## config.mk

```make
export PLATFORM = sky130hd
export DESIGN_NAME = fpc_core
export DESIGN_NICKNAME = d
export VERILOG_FILES = /design/src/hw/fpc_pkg.sv /design/src/hw/fpc_core.sv /design/src/hw/fpc_sync.sv
export SDC_FILE = /design/constraint.sdc
export NUM_CORES = 1
export LEC_CHECK = 0
export BUFFER_PORTS_ARGS = -buffer_cell sky130_fd_sc_hd__buf_2
export CORE_ASPECT_RATIO = 1.25
export CORE_UTILIZATION = 60
export DETAILED_ROUTE_END_ITERATION = 8
export PLACE_DENSITY = 0.78
export RECOVER_POWER = 25
export SLEW_MARGIN = 5
export SYNTH_ARGS = -nofsm -noshare
export SYNTH_HDL_FRONTEND = slang
export SYNTH_SLANG_ARGS = --single-unit
```

## constraint.sdc

```tcl
create_clock -name clk_sys_i -period 11.8 [get_ports clk_sys_i]
set_input_delay 2.95 -clock clk_sys_i [delete_from_list [all_inputs] [get_ports clk_sys_i]]
set_output_delay 2.95 -clock clk_sys_i [all_outputs]
set_load 0.005 [all_outputs]
```

## src/hw/fpc_pkg.sv

```systemverilog
// Shared constants and carrier types for the primary switch fault controller
package fpc_pkg;

  // ==========================================================
  // Clock and timing
  localparam int CLK_PERIOD_NS   = 100;
  localparam int LES_WIN_NS      = 200;
  localparam int SOA_WIN_NS      = 500;
  localparam int SRS_OFF_NS      = 30000;
  localparam int SOA_SKIP_NS     = 25000;
  localparam int LINE_DISC_NS    = 50000;
  localparam int OVL_RATE_HZ     = 110000;
  localparam int RESTART_ON_MS   = 82;
  // Windows round down, off times round up
  localparam int LES_WIN_CYC     = LES_WIN_NS / CLK_PERIOD_NS;
  localparam int SOA_WIN_CYC     = SOA_WIN_NS / CLK_PERIOD_NS;
  localparam int SRS_OFF_CYC     = (SRS_OFF_NS + CLK_PERIOD_NS - 1) / CLK_PERIOD_NS;
  localparam int SOA_SKIP_CYC    = (SOA_SKIP_NS + CLK_PERIOD_NS - 1) / CLK_PERIOD_NS;
  localparam int LINE_DISC_CYC   = (LINE_DISC_NS + CLK_PERIOD_NS - 1) / CLK_PERIOD_NS;
  localparam int OVL_GAP_CYC     = 1000000000 / (OVL_RATE_HZ * CLK_PERIOD_NS);
  localparam int RESTART_ON_CYC  = RESTART_ON_MS * (1000000 / CLK_PERIOD_NS);
  localparam int MAX_ON_CYC      = 200;

  // ==========================================================
  // Current limit shaping, percent of full limit
  localparam logic [7:0] LIM_FULL   = 8'h64;
  localparam logic [7:0] LIM_JITTER = 8'h5f;
  localparam logic [7:0] LIM_FLOOR  = 8'h1e;
  localparam int         RAMP_SHIFT = 5;

  // ==========================================================
  // Register map
  localparam logic [7:0] ADDR_CTRL   = 8'h00;
  localparam logic [7:0] ADDR_STATUS = 8'h04;
  localparam int CTRL_FAULT_LATCH = 0;
  localparam int CTRL_THERM_LATCH = 1;
  localparam int CTRL_ENABLE      = 2;
  localparam logic [2:0] CTRL_RESET = 3'h4;

  // ==========================================================
  // States and fault causes
  typedef enum logic [2:0] {
    ST_CHARGE  = 3'b000,
    ST_LINECHK = 3'b001,
    ST_RUN     = 3'b010,
    ST_AROFF   = 3'b011,
    ST_LATCHED = 3'b100
  } fpc_state_type;

  localparam logic [2:0] CAUSE_NONE    = 3'h0;
  localparam logic [2:0] CAUSE_SUPPLY  = 3'h1;
  localparam logic [2:0] CAUSE_THERMAL = 3'h2;
  localparam logic [2:0] CAUSE_OVLOAD  = 3'h3;
  localparam logic [2:0] CAUSE_REQLOSS = 3'h4;
  localparam logic [2:0] CAUSE_LINE    = 3'h5;
  localparam logic [2:0] CAUSE_SHORT   = 3'h6;

  // Comparator results from the analog front end
  typedef struct packed {
    logic supply_low;
    logic supply_shunt;
    logic supply_clear;
    logic cap_large;
    logic supply_fault;
    logic thermal_trip;
    logic thermal_cool;
    logic cur_lim;
    logic line_brownout;
    logic line_brownin;
    logic line_ov;
    logic cycle_req;
  } fpc_cmp_type;

endpackage

```

## src/hw/fpc_core.sv

```systemverilog
// Primary switch gating, current limit shaping and fault sequencing
// Function
// - Supply undervoltage disables the power switch
// - After undervoltage, wait for shunt clamp level
// - Latch standard or increased limit from capacitor
// - Supply overcurrent latches off or auto-restarts
// - Hysteretic thermal: off hot, on when cooled
// - Latching thermal clears on supply reset/line UV
// - Limit ramps down with off-time, applied at request
// - Limit floor at thirty percent of full
// - Limit jitters between full and ninety-five percent
// - Auto-restart holds switch off for off period
// - Overload request rate too long enters auto-restart
// - Request loss timeout enters auto-restart
// - Latch clears on supply reset or line UV
// - Two fast limit cycles skip twenty-five microseconds
// - Limit within 200 ns forces 30 us off
// - Repeat after forced off gives short-fault off
// - Rectifier short guard removable by build option
// - Power-up: charge, latch limit, then check line
// - Line brown-out timeout enters auto-restart
// - Line overvoltage enters auto-restart until normal
// - Off-time over 50 us disconnects line sense
//
// Implementation choices: the register addresses and the AHB-Lite interface to the registers.
`timescale 1ns/1ps
module fpc_core #(
  parameter int RESTART_ON_CYC = fpc_pkg::RESTART_ON_CYC,
  parameter int RESTART_OFF_CYC = 10000000,
  parameter int SHORT_OFF_CYC  = 20000000,
  parameter int REQ_LOSS_CYC   = 1000000,
  parameter int LINE_LOW_CYC   = 300000,
  parameter int JIT_HALF_CYC   = 800,
  parameter bit SRS_EN         = 1'b1
) (
  // Clock and reset
  input  wire logic                clk_sys_i,
  input  wire logic                rst_i,
  // Analog comparator results and secondary requests
  input  wire fpc_pkg::fpc_cmp_type cmp_i,
  // Power stage
  output logic                     switch_gate_o,
  output logic [7:0]               peak_current_limit_o,
  output logic                     limit_increased_o,
  output logic                     line_sense_on_o,
  // AHB-Lite slave
  input  wire logic                hsel_i,
  input  wire logic [31:0]         haddr_i,
  input  wire logic [1:0]          htrans_i,
  input  wire logic                hwrite_i,
  input  wire logic [2:0]          hsize_i,
  input  wire logic [31:0]         hwdata_i,
  input  wire logic                hready_i,
  output logic                     hreadyout_o,
  output logic                     hresp_o,
  output logic [31:0]              hrdata_o
);

  localparam logic [23:0] T_RON    = 24'(RESTART_ON_CYC);
  // Off periods need 25 bits so the long short-fault period is not cut
  localparam logic [24:0] T_ROFF   = 25'(RESTART_OFF_CYC);
  localparam logic [24:0] T_SHORT  = 25'(SHORT_OFF_CYC);
  localparam logic [23:0] T_LOSS   = 24'(REQ_LOSS_CYC);
  localparam logic [23:0] T_LLOW   = 24'(LINE_LOW_CYC);
  localparam logic [15:0] T_JIT    = 16'(JIT_HALF_CYC);
  localparam logic [23:0] T_OVL    = 24'(fpc_pkg::OVL_GAP_CYC);
  localparam logic [23:0] T_DISC   = 24'(fpc_pkg::LINE_DISC_CYC);
  localparam logic [15:0] T_SRS    = 16'(fpc_pkg::SRS_OFF_CYC);
  localparam logic [15:0] T_SKIP   = 16'(fpc_pkg::SOA_SKIP_CYC);
  localparam logic [7:0]  LEADING_EDGE_WINDOW    = 8'(fpc_pkg::LES_WIN_CYC);
  localparam logic [7:0]  T_SOA    = 8'(fpc_pkg::SOA_WIN_CYC);
  localparam logic [7:0]  T_MAXON  = 8'(fpc_pkg::MAX_ON_CYC);
  localparam logic [23:0] CNT_MAX  = 24'hffffff;

  typedef struct packed {
    fpc_pkg::fpc_state_type st;
    logic [2:0]  ctrl;
    logic [31:0] rdata;
    logic        d_wr;
    logic [7:0]  d_addr;
    logic        gate;
    logic        lim_sel;
    logic [7:0]  lim_level;
    logic        jit_lo;
    logic [15:0] jit_cnt;
    logic [7:0]  on_cnt;
    logic [23:0] off_cnt;
    logic [23:0] req_gap;
    logic [23:0] ovl_cnt;
    logic [24:0] tmr;
    logic [15:0] hold;
    logic        srs_armed;
    logic        soa_prev;
    logic        uv_block;
    logic        therm_block;
    logic        low_seen;
    logic [23:0] low_cnt;
    logic        req_prev;
    logic        line_on;
    logic [2:0]  cause;
  } fpc_core_state_type;

  fpc_core_state_type  r;
  fpc_core_state_type  next_r;
  fpc_pkg::fpc_cmp_type c;

  // ==========================================================
  // Comparator synchronisers
  fpc_sync #(
    .W($bits(fpc_pkg::fpc_cmp_type))
  ) u_sync (
    .clk_sys_i(clk_sys_i),
    .rst_i    (rst_i),
    .async_i  (cmp_i),
    .sync_o   (c)
  );

  // ==========================================================
  // Next-state logic
  logic        req_edge;
  logic        can_on;
  logic        ap_valid;
  logic [7:0]  lim_top;
  logic [23:0] drop;
  logic [7:0]  lim_now;
  logic [31:0] status;

  always_comb
  begin
    next_r   = r;
    req_edge = c.cycle_req && !r.req_prev;
    lim_top  = r.jit_lo ? fpc_pkg::LIM_JITTER : fpc_pkg::LIM_FULL;
    drop     = r.off_cnt >> fpc_pkg::RAMP_SHIFT;
    if (drop >= 24'(lim_top - fpc_pkg::LIM_FLOOR))
      lim_now = fpc_pkg::LIM_FLOOR;
    else
      lim_now = lim_top - drop[7:0];
    can_on   = (r.st == fpc_pkg::ST_RUN) && !r.uv_block && !r.therm_block
               && (r.hold == 16'h0000) && r.ctrl[fpc_pkg::CTRL_ENABLE];
    next_r.req_prev = c.cycle_req;

    // Jitter modulation of the limit top
    if (r.jit_cnt >= T_JIT - 16'h0001)
    begin
      next_r.jit_cnt = 16'h0000;
      next_r.jit_lo  = !r.jit_lo;
    end
    else
      next_r.jit_cnt = r.jit_cnt + 16'h0001;

    // Free-running saturating timers
    if (r.off_cnt != CNT_MAX && !r.gate)
      next_r.off_cnt = r.off_cnt + 24'h000001;
    if (r.req_gap != CNT_MAX)
      next_r.req_gap = r.req_gap + 24'h000001;
    if (r.hold != 16'h0000)
      next_r.hold = r.hold - 16'h0001;
    if (!r.gate && r.off_cnt >= T_DISC)
      next_r.line_on = 1'b0;

    // Supply undervoltage lockout
    if (c.supply_low)
      next_r.uv_block = 1'b1;
    else if (c.supply_shunt)
      next_r.uv_block = 1'b0;

    // Hysteretic thermal response
    if (!r.ctrl[fpc_pkg::CTRL_THERM_LATCH])
    begin
      if (c.thermal_trip)
        next_r.therm_block = 1'b1;
      else if (c.thermal_cool)
        next_r.therm_block = 1'b0;
    end
    else
      next_r.therm_block = 1'b0;

    // Request bookkeeping: overload rate and gap
    if (req_edge)
    begin
      next_r.req_gap = 24'h000000;
      if (r.req_gap < T_OVL)
        next_r.ovl_cnt = r.ovl_cnt + r.req_gap;
      else
        next_r.ovl_cnt = 24'h000000;
    end

    // Line brown-out tracking
    if (c.line_brownin)
      next_r.low_seen = 1'b0;
    else if (c.line_brownout)
      next_r.low_seen = 1'b1;
    if (r.low_seen && !c.line_brownin)
    begin
      if (r.low_cnt != CNT_MAX)
        next_r.low_cnt = r.low_cnt + 24'h000001;
    end
    else
      next_r.low_cnt = 24'h000000;

    // Switch on and off
    if (r.gate)
    begin
      if (r.on_cnt != 8'hff)
        next_r.on_cnt = r.on_cnt + 8'h01;
      if (!can_on || r.on_cnt >= T_MAXON)
      begin
        next_r.gate    = 1'b0;
        next_r.off_cnt = 24'h000000;
      end
      else if (c.cur_lim)
      begin
        next_r.gate    = 1'b0;
        next_r.off_cnt = 24'h000000;
        if (SRS_EN && r.on_cnt < LEADING_EDGE_WINDOW)
        begin
          if (r.srs_armed)
          begin
            next_r.st    = fpc_pkg::ST_AROFF;
            next_r.tmr   = T_SHORT;
            next_r.cause = fpc_pkg::CAUSE_SHORT;
          end
          else
          begin
            next_r.hold      = T_SRS;
            next_r.srs_armed = 1'b1;
          end
          next_r.soa_prev = 1'b0;
        end
        else if (r.on_cnt < T_SOA)
        begin
          next_r.srs_armed = 1'b0;
          if (r.soa_prev)
          begin
            next_r.hold     = T_SKIP;
            next_r.soa_prev = 1'b0;
          end
          else
            next_r.soa_prev = 1'b1;
        end
        else
        begin
          next_r.srs_armed = 1'b0;
          next_r.soa_prev  = 1'b0;
        end
      end
    end
    else if (req_edge && can_on)
    begin
      next_r.gate      = 1'b1;
      next_r.on_cnt    = 8'h00;
      next_r.lim_level = lim_now;
      next_r.line_on   = 1'b1;
    end

    // Main sequencer
    case (r.st)
      fpc_pkg::ST_CHARGE:
      begin
        if (c.supply_shunt)
        begin
          next_r.lim_sel = c.cap_large;
          next_r.st      = fpc_pkg::ST_LINECHK;
        end
      end
      fpc_pkg::ST_LINECHK:
      begin
        next_r.line_on = 1'b1;
        if (c.line_brownin && !c.line_ov)
        begin
          next_r.st      = fpc_pkg::ST_RUN;
          next_r.req_gap = 24'h000000;
          next_r.ovl_cnt = 24'h000000;
          next_r.cause   = fpc_pkg::CAUSE_NONE;
        end
      end
      fpc_pkg::ST_RUN:
      begin
        if (c.supply_fault)
        begin
          next_r.cause = fpc_pkg::CAUSE_SUPPLY;
          if (r.ctrl[fpc_pkg::CTRL_FAULT_LATCH])
            next_r.st = fpc_pkg::ST_LATCHED;
          else
          begin
            next_r.st  = fpc_pkg::ST_AROFF;
            next_r.tmr = T_ROFF;
          end
        end
        else if (r.ctrl[fpc_pkg::CTRL_THERM_LATCH] && c.thermal_trip)
        begin
          next_r.st    = fpc_pkg::ST_LATCHED;
          next_r.cause = fpc_pkg::CAUSE_THERMAL;
        end
        else if (c.line_ov || r.low_cnt >= T_LLOW)
        begin
          next_r.st    = fpc_pkg::ST_AROFF;
          next_r.tmr   = T_ROFF;
          next_r.cause = fpc_pkg::CAUSE_LINE;
        end
        else if (r.ovl_cnt >= T_RON)
        begin
          next_r.st    = fpc_pkg::ST_AROFF;
          next_r.tmr   = T_ROFF;
          next_r.cause = fpc_pkg::CAUSE_OVLOAD;
        end
        else if (r.req_gap >= T_LOSS)
        begin
          next_r.st    = fpc_pkg::ST_AROFF;
          next_r.tmr   = T_ROFF;
          next_r.cause = fpc_pkg::CAUSE_REQLOSS;
        end
      end
      fpc_pkg::ST_AROFF:
      begin
        // An input line reset ends the off period at once
        if (c.line_brownout || r.tmr == 25'h0000000)
          next_r.st = fpc_pkg::ST_LINECHK;
        else
          next_r.tmr = r.tmr - 25'h0000001;
      end
      fpc_pkg::ST_LATCHED:
      begin
        if (c.line_brownout)
          next_r.st = fpc_pkg::ST_LINECHK;
      end
      default:
        next_r.st = fpc_pkg::ST_CHARGE;
    endcase

    // Supply collapse is a full power-on restart
    if (c.supply_clear)
    begin
      next_r.st    = fpc_pkg::ST_CHARGE;
      next_r.cause = fpc_pkg::CAUSE_NONE;
    end
    if (next_r.st != fpc_pkg::ST_RUN)
    begin
      next_r.gate      = 1'b0;
      next_r.hold      = 16'h0000;
      next_r.srs_armed = next_r.st == fpc_pkg::ST_RUN;
      // A gate cut by a fault still starts a fresh off-time
      if (r.gate)
        next_r.off_cnt = 24'h000000;
    end

    // Register bus
    status = {8'h00, r.lim_level, 5'h00, r.cause, r.line_on, r.therm_block,
              r.uv_block, r.lim_sel, r.gate, r.st};
    ap_valid = hsel_i && htrans_i[1] && hready_i;
    if (r.d_wr && r.d_addr == fpc_pkg::ADDR_CTRL)
      next_r.ctrl = hwdata_i[2:0];
    next_r.d_wr   = ap_valid && hwrite_i;
    next_r.d_addr = haddr_i[7:0];
    if (ap_valid && !hwrite_i)
    begin
      if (haddr_i[31:8] != 24'h000000)
        next_r.rdata = 32'h00000000;
      else if (haddr_i[7:0] == fpc_pkg::ADDR_CTRL)
        next_r.rdata = {29'h00000000, next_r.ctrl};
      else if (haddr_i[7:0] == fpc_pkg::ADDR_STATUS)
        next_r.rdata = status;
      else
        next_r.rdata = 32'h00000000;
    end
    if (ap_valid && hwrite_i && haddr_i[31:8] != 24'h000000)
      next_r.d_wr = 1'b0;
  end

  // ==========================================================
  // State register
  always_ff @(posedge clk_sys_i or posedge rst_i)
  begin
    if (rst_i)
    begin
      r           <= '0;
      r.st        <= fpc_pkg::ST_CHARGE;
      r.ctrl      <= fpc_pkg::CTRL_RESET;
      r.lim_level <= fpc_pkg::LIM_FULL;
      r.uv_block  <= 1'b1;
      r.line_on   <= 1'b1;
    end
    else
      r <= next_r;
  end

  // ==========================================================
  // Outputs
  assign switch_gate_o        = r.gate;
  assign peak_current_limit_o = r.lim_level;
  assign limit_increased_o    = r.lim_sel;
  assign line_sense_on_o      = r.line_on;
  assign hreadyout_o          = 1'b1;
  assign hresp_o              = 1'b0;
  assign hrdata_o             = r.rdata;

  logic unused_hsize;
  assign unused_hsize = ^hsize_i;

endmodule

```

## src/hw/fpc_sync.sv

```systemverilog
// Two-stage synchroniser for a vector of asynchronous levels
`timescale 1ns/1ps
module fpc_sync #(
  parameter int W = 1
) (
  // Clock and reset
  input  wire logic         clk_sys_i,
  input  wire logic         rst_i,
  // Levels
  input  wire logic [W-1:0] async_i,
  output logic      [W-1:0] sync_o
);

  typedef struct packed {
    logic [W-1:0] meta;
    logic [W-1:0] held;
  } fpc_sync_state_type;

  fpc_sync_state_type r;
  fpc_sync_state_type next_r;

  // ==========================================================
  // Each bit passes two flops; only the second is read outside
  genvar b;
  generate
    for (b = 0; b < W; b++)
    begin : g_bit
      always_comb
      begin
        next_r.meta[b] = async_i[b];
        next_r.held[b] = r.meta[b];
      end
    end
  endgenerate

  always_ff @(posedge clk_sys_i or posedge rst_i)
  begin
    if (rst_i)
      r <= '0;
    else
      r <= next_r;
  end

  assign sync_o = r.held;

endmodule

```

==> flow_metrics.env <==
export IMPL_path_clk_slew_ns=0.06
export IMPL_clk_latency_ns=0.52
export IMPL_yosys_area_top_type_share_pct=45.1
export IMPL_comb_power_share_pct=14.5
export IMPL_detailed_place_area_sq_um=13400
export IMPL_grt_antenna_before_repair=0
export IMPL_vias_per_cell=6.02
export IMPL_firstDrtPassIters=6
export IMPL_initial_core_util_pct=61.7
export IMPL_drt_wirelength_per_cell_um=16.6
export IMPL_final_common_cell="dfrtp_1"
export IMPL_worstMarginPinSlew_ns=3.80
export IMPL_max_slew_margin_rel_pct=-155
export IMPL_hold_ws_ns=0.344
export IMPL_cts_buffer_depth=3
export IMPL_dp_hpwl_mm=19.6
export IMPL_clockRootBuffer="clkbuf_16"
export IMPL_power_density_nw_per_um2=141
export IMPL_die_area_sq_um=22200
export IMPL_numCtsBuffers=25
export IMPL_yosysUniqueCellTypes=84
export IMPL_stdcell_area_sq_um=14200
export IMPL_skew_ns=0.0116
export IMPL_synth_seq_cells=240
export IMPL_peakVddDrop_uv=124
export IMPL_syn_instance_count=1367
export IMPL_crit_path_cell_trace="buf_2, clkinvlp_2, buf_4"
export IMPL_instances_no_fill=1716
export IMPL_synthArstFlopShare_pct=100
export IMPL_io_buffer_count=82
export IMPL_syn_to_final_growth_pct=9.26
export IMPL_dominantRegCellSynth="dfrtp_1"
export IMPL_die_width_um=134
export IMPL_ys_warn_count=0
export IMPL_grt_usage_pct=26.4
export IMPL_layout_cells_most_common_list="234 x dfrtp_1, 143 x nor2_1, 112 x nand2_1, 77 x buf_2, 74 x a21oi_1"
export IMPL_diodes=0
export IMPL_violations="capacitance limit, slew limit"
export IMPL_setup_viol=0
export IMPL_drtIter0Drc=558
export IMPL_gp_congestion=0.882
export IMPL_cts_tree="done"
export IMPL_cts_max_level=1
export IMPL_p_sw_share_pct=27.7
export IMPL_crit_fanout=90
export IMPL_grt_pass1_vias=10300
export IMPL_synth_edff_count=0
export IMPL_ios=131
export IMPL_dp_cells=1671
export IMPL_rsz0062_at_grt="false"
export IMPL_cts_hold_buf=0
export IMPL_power_frac_clock_pct=38.0
export IMPL_ys_seq_area_share_pct=46.3
export IMPL_p_sw_uw=556
export IMPL_finish_utilization_pct=67.4
export IMPL_yosysTopAreaCell="dfrtp_1"
export IMPL_wl_mm=28.4
export IMPL_cp_start_kind="input port"
export IMPL_grt_pass1_wl_mm=48.8
export IMPL_synth_cell_area_sq_um=13000
export IMPL_cpMaxStageDelayCell="clkinvlp_2"
export IMPL_post_cts_buffers=0
export IMPL_drc=0
export IMPL_hold_class="register to register"
export IMPL_max_stage_delay_ns=2.10
export IMPL_synthTopCellsByArea="dfrtp_1 45%, ha_1 4.1%, nor2_1 4.1%"
export IMPL_period_needed_ns=5.82
export IMPL_power_leakage_nw=6.36
export IMPL_max_cap_violations=1
export IMPL_path_buf_inv=3
export IMPL_vias=10300
export IMPL_core_sq_um=21000
export IMPL_grt_max_degree=91
export IMPL_cp_arrival_ns=6.31
export IMPL_worstPathRequired_ns=12.29
export IMPL_final_nets=1555
export IMPL_drive_gt1_share_pct=11.4
export IMPL_synth_area_per_cell_sq_um=9.50
export IMPL_fmax_mhz=172
export IMPL_ant_nets=0
export IMPL_critical_path_class="input port to asynchronous set/reset pin"
export IMPL_clock_sinks=240
export IMPL_tns_ns=0
export IMPL_status="finished, violations left"
export IMPL_num_rows=59
export IMPL_grt_overflow=0
export IMPL_power_frac_seq_pct=47.4
export IMPL_die_h_um=166
export IMPL_slew_violations=91
export IMPL_crit_family="buffers and inverters"
export IMPL_period_share_pct=49.3
export IMPL_hold_viol=0
export IMPL_post_cts_resized=0
export IMPL_cp_end_kind="asynchronous set/reset pin"
export IMPL_intPower_mw=1.45
[metrics by stage]
step / total power, mW / setup WS (ns)
after floorplan: 1.17 / 2.27
after global placement: 1.24 / 7.04
after detailed placement: 1.25 / 6.99
after CTS: 2.02 / 7.48
after global routing: 2.11 / 5.21
final: 2.01 / 5.98
[cells in the mapped netlist (all sizes together), types with 3 or more instances]
cell type / instances
dfrtp: 234
nor2: 143
nand2: 112
a21oi: 75
o21ai: 68
nand3: 66
xor2: 56
buf: 47
inv: 47
xnor2: 47
ha: 43
nor3: 41
nor4: 39
clkbuf: 37
nand4: 29
or3: 28
a22o: 24
and3: 19
a31oi: 13
nand2b: 13
a21o: 12
o211ai: 12
or4: 11
o22ai: 9
a211oi: 8
and2: 8
and4: 8
nor3b: 8
or2: 8
nand4b: 7
dfstp: 6
mux2: 6
o31ai: 6
a211o: 5
a21boi: 5
mux2i: 4
nand3b: 4
nor2b: 4
o21a: 4
o21bai: 4
o311ai: 4
a31o: 3
o211a: 3
o31a: 3
o41ai: 3
[kinds of logic after synthesis]
group	share of synthesized area, %
buffers and inverters	5.16
AND/OR/NAND/NOR	22.0
XOR/XNOR	6.95
multiplexers	0.829
adder cells (fa/ha/maj)	4.45
flip-flops	46.3
AO/OA/AOI/OAI	14.2
other	0.0578
[power groups by stage]
stage               sequential, mW  clock (mW)  combinational [mW]
floorplan                    0.943           0               0.232
global placement             0.959           0               0.278
detailed placement           0.962           0               0.292
CTS                          0.949       0.780               0.293
global route                 0.960       0.814               0.332
finish                       0.952       0.763               0.291
[worst reg2reg max path, stage by stage (launching register included)]
cell	delay (ns)
dfrtp_1	0.60
nor3b_1	0.59
nand2_1	0.24
or3_1	0.41
nor4_1	0.90
a211oi_2	0.37
a31oi_4	0.52
o21ai_0	0.16
[registers in the layout, summed over array words and instances (netlist names)]
signal / cells
peak_current_limit_o: 8
drop: 19
r: 167
switch_gate_o: 1
u_sync.next_r: 12
limit_increased_o: 1
u_sync.sync_o: 12
hrdata_o: 19
line_sense_on_o: 1
[path summary, 6_finish.rpt]
path / depth (start not counted) / slack, ns / to / start
worst max-delay path: 3 / 5.98 / r[88] / rst_i
worst min-delay path: 0 / 0.34 / u_sync.sync_o[2] / u_sync.next_r[2]
worst max register to register: 7 / 7.87 / drop[4] / r[227]
worst min register to register: 0 / 0.34 / u_sync.sync_o[2] / u_sync.next_r[2]
max in group clk_sys_i: 6 / 7.45 / hrdata_o[21] / hready_i
min in group asynchronous: 2 / 3.54 / r[170] / rst_i
[final cells by class]
type	instances	area, sq um
clock buffers	36	727
well taps	274	343
repair buffers	95	487
inverters	47	178
flip-flops and latches	240	6010
clock inverters	9	72.6
multi-input cells	1015	6360
fillers	1706	6850
[layer usage]
layer  global-route usage, %  vias up  wire length, um
li1                        -     4977                -
met1                    33.3     5016            11900
met2                    45.6      257            14200
met3                    3.35       81             1160
met4                    11.2        0             1090
met5                       0        -                0
Power figures use the tool's default switching activity.
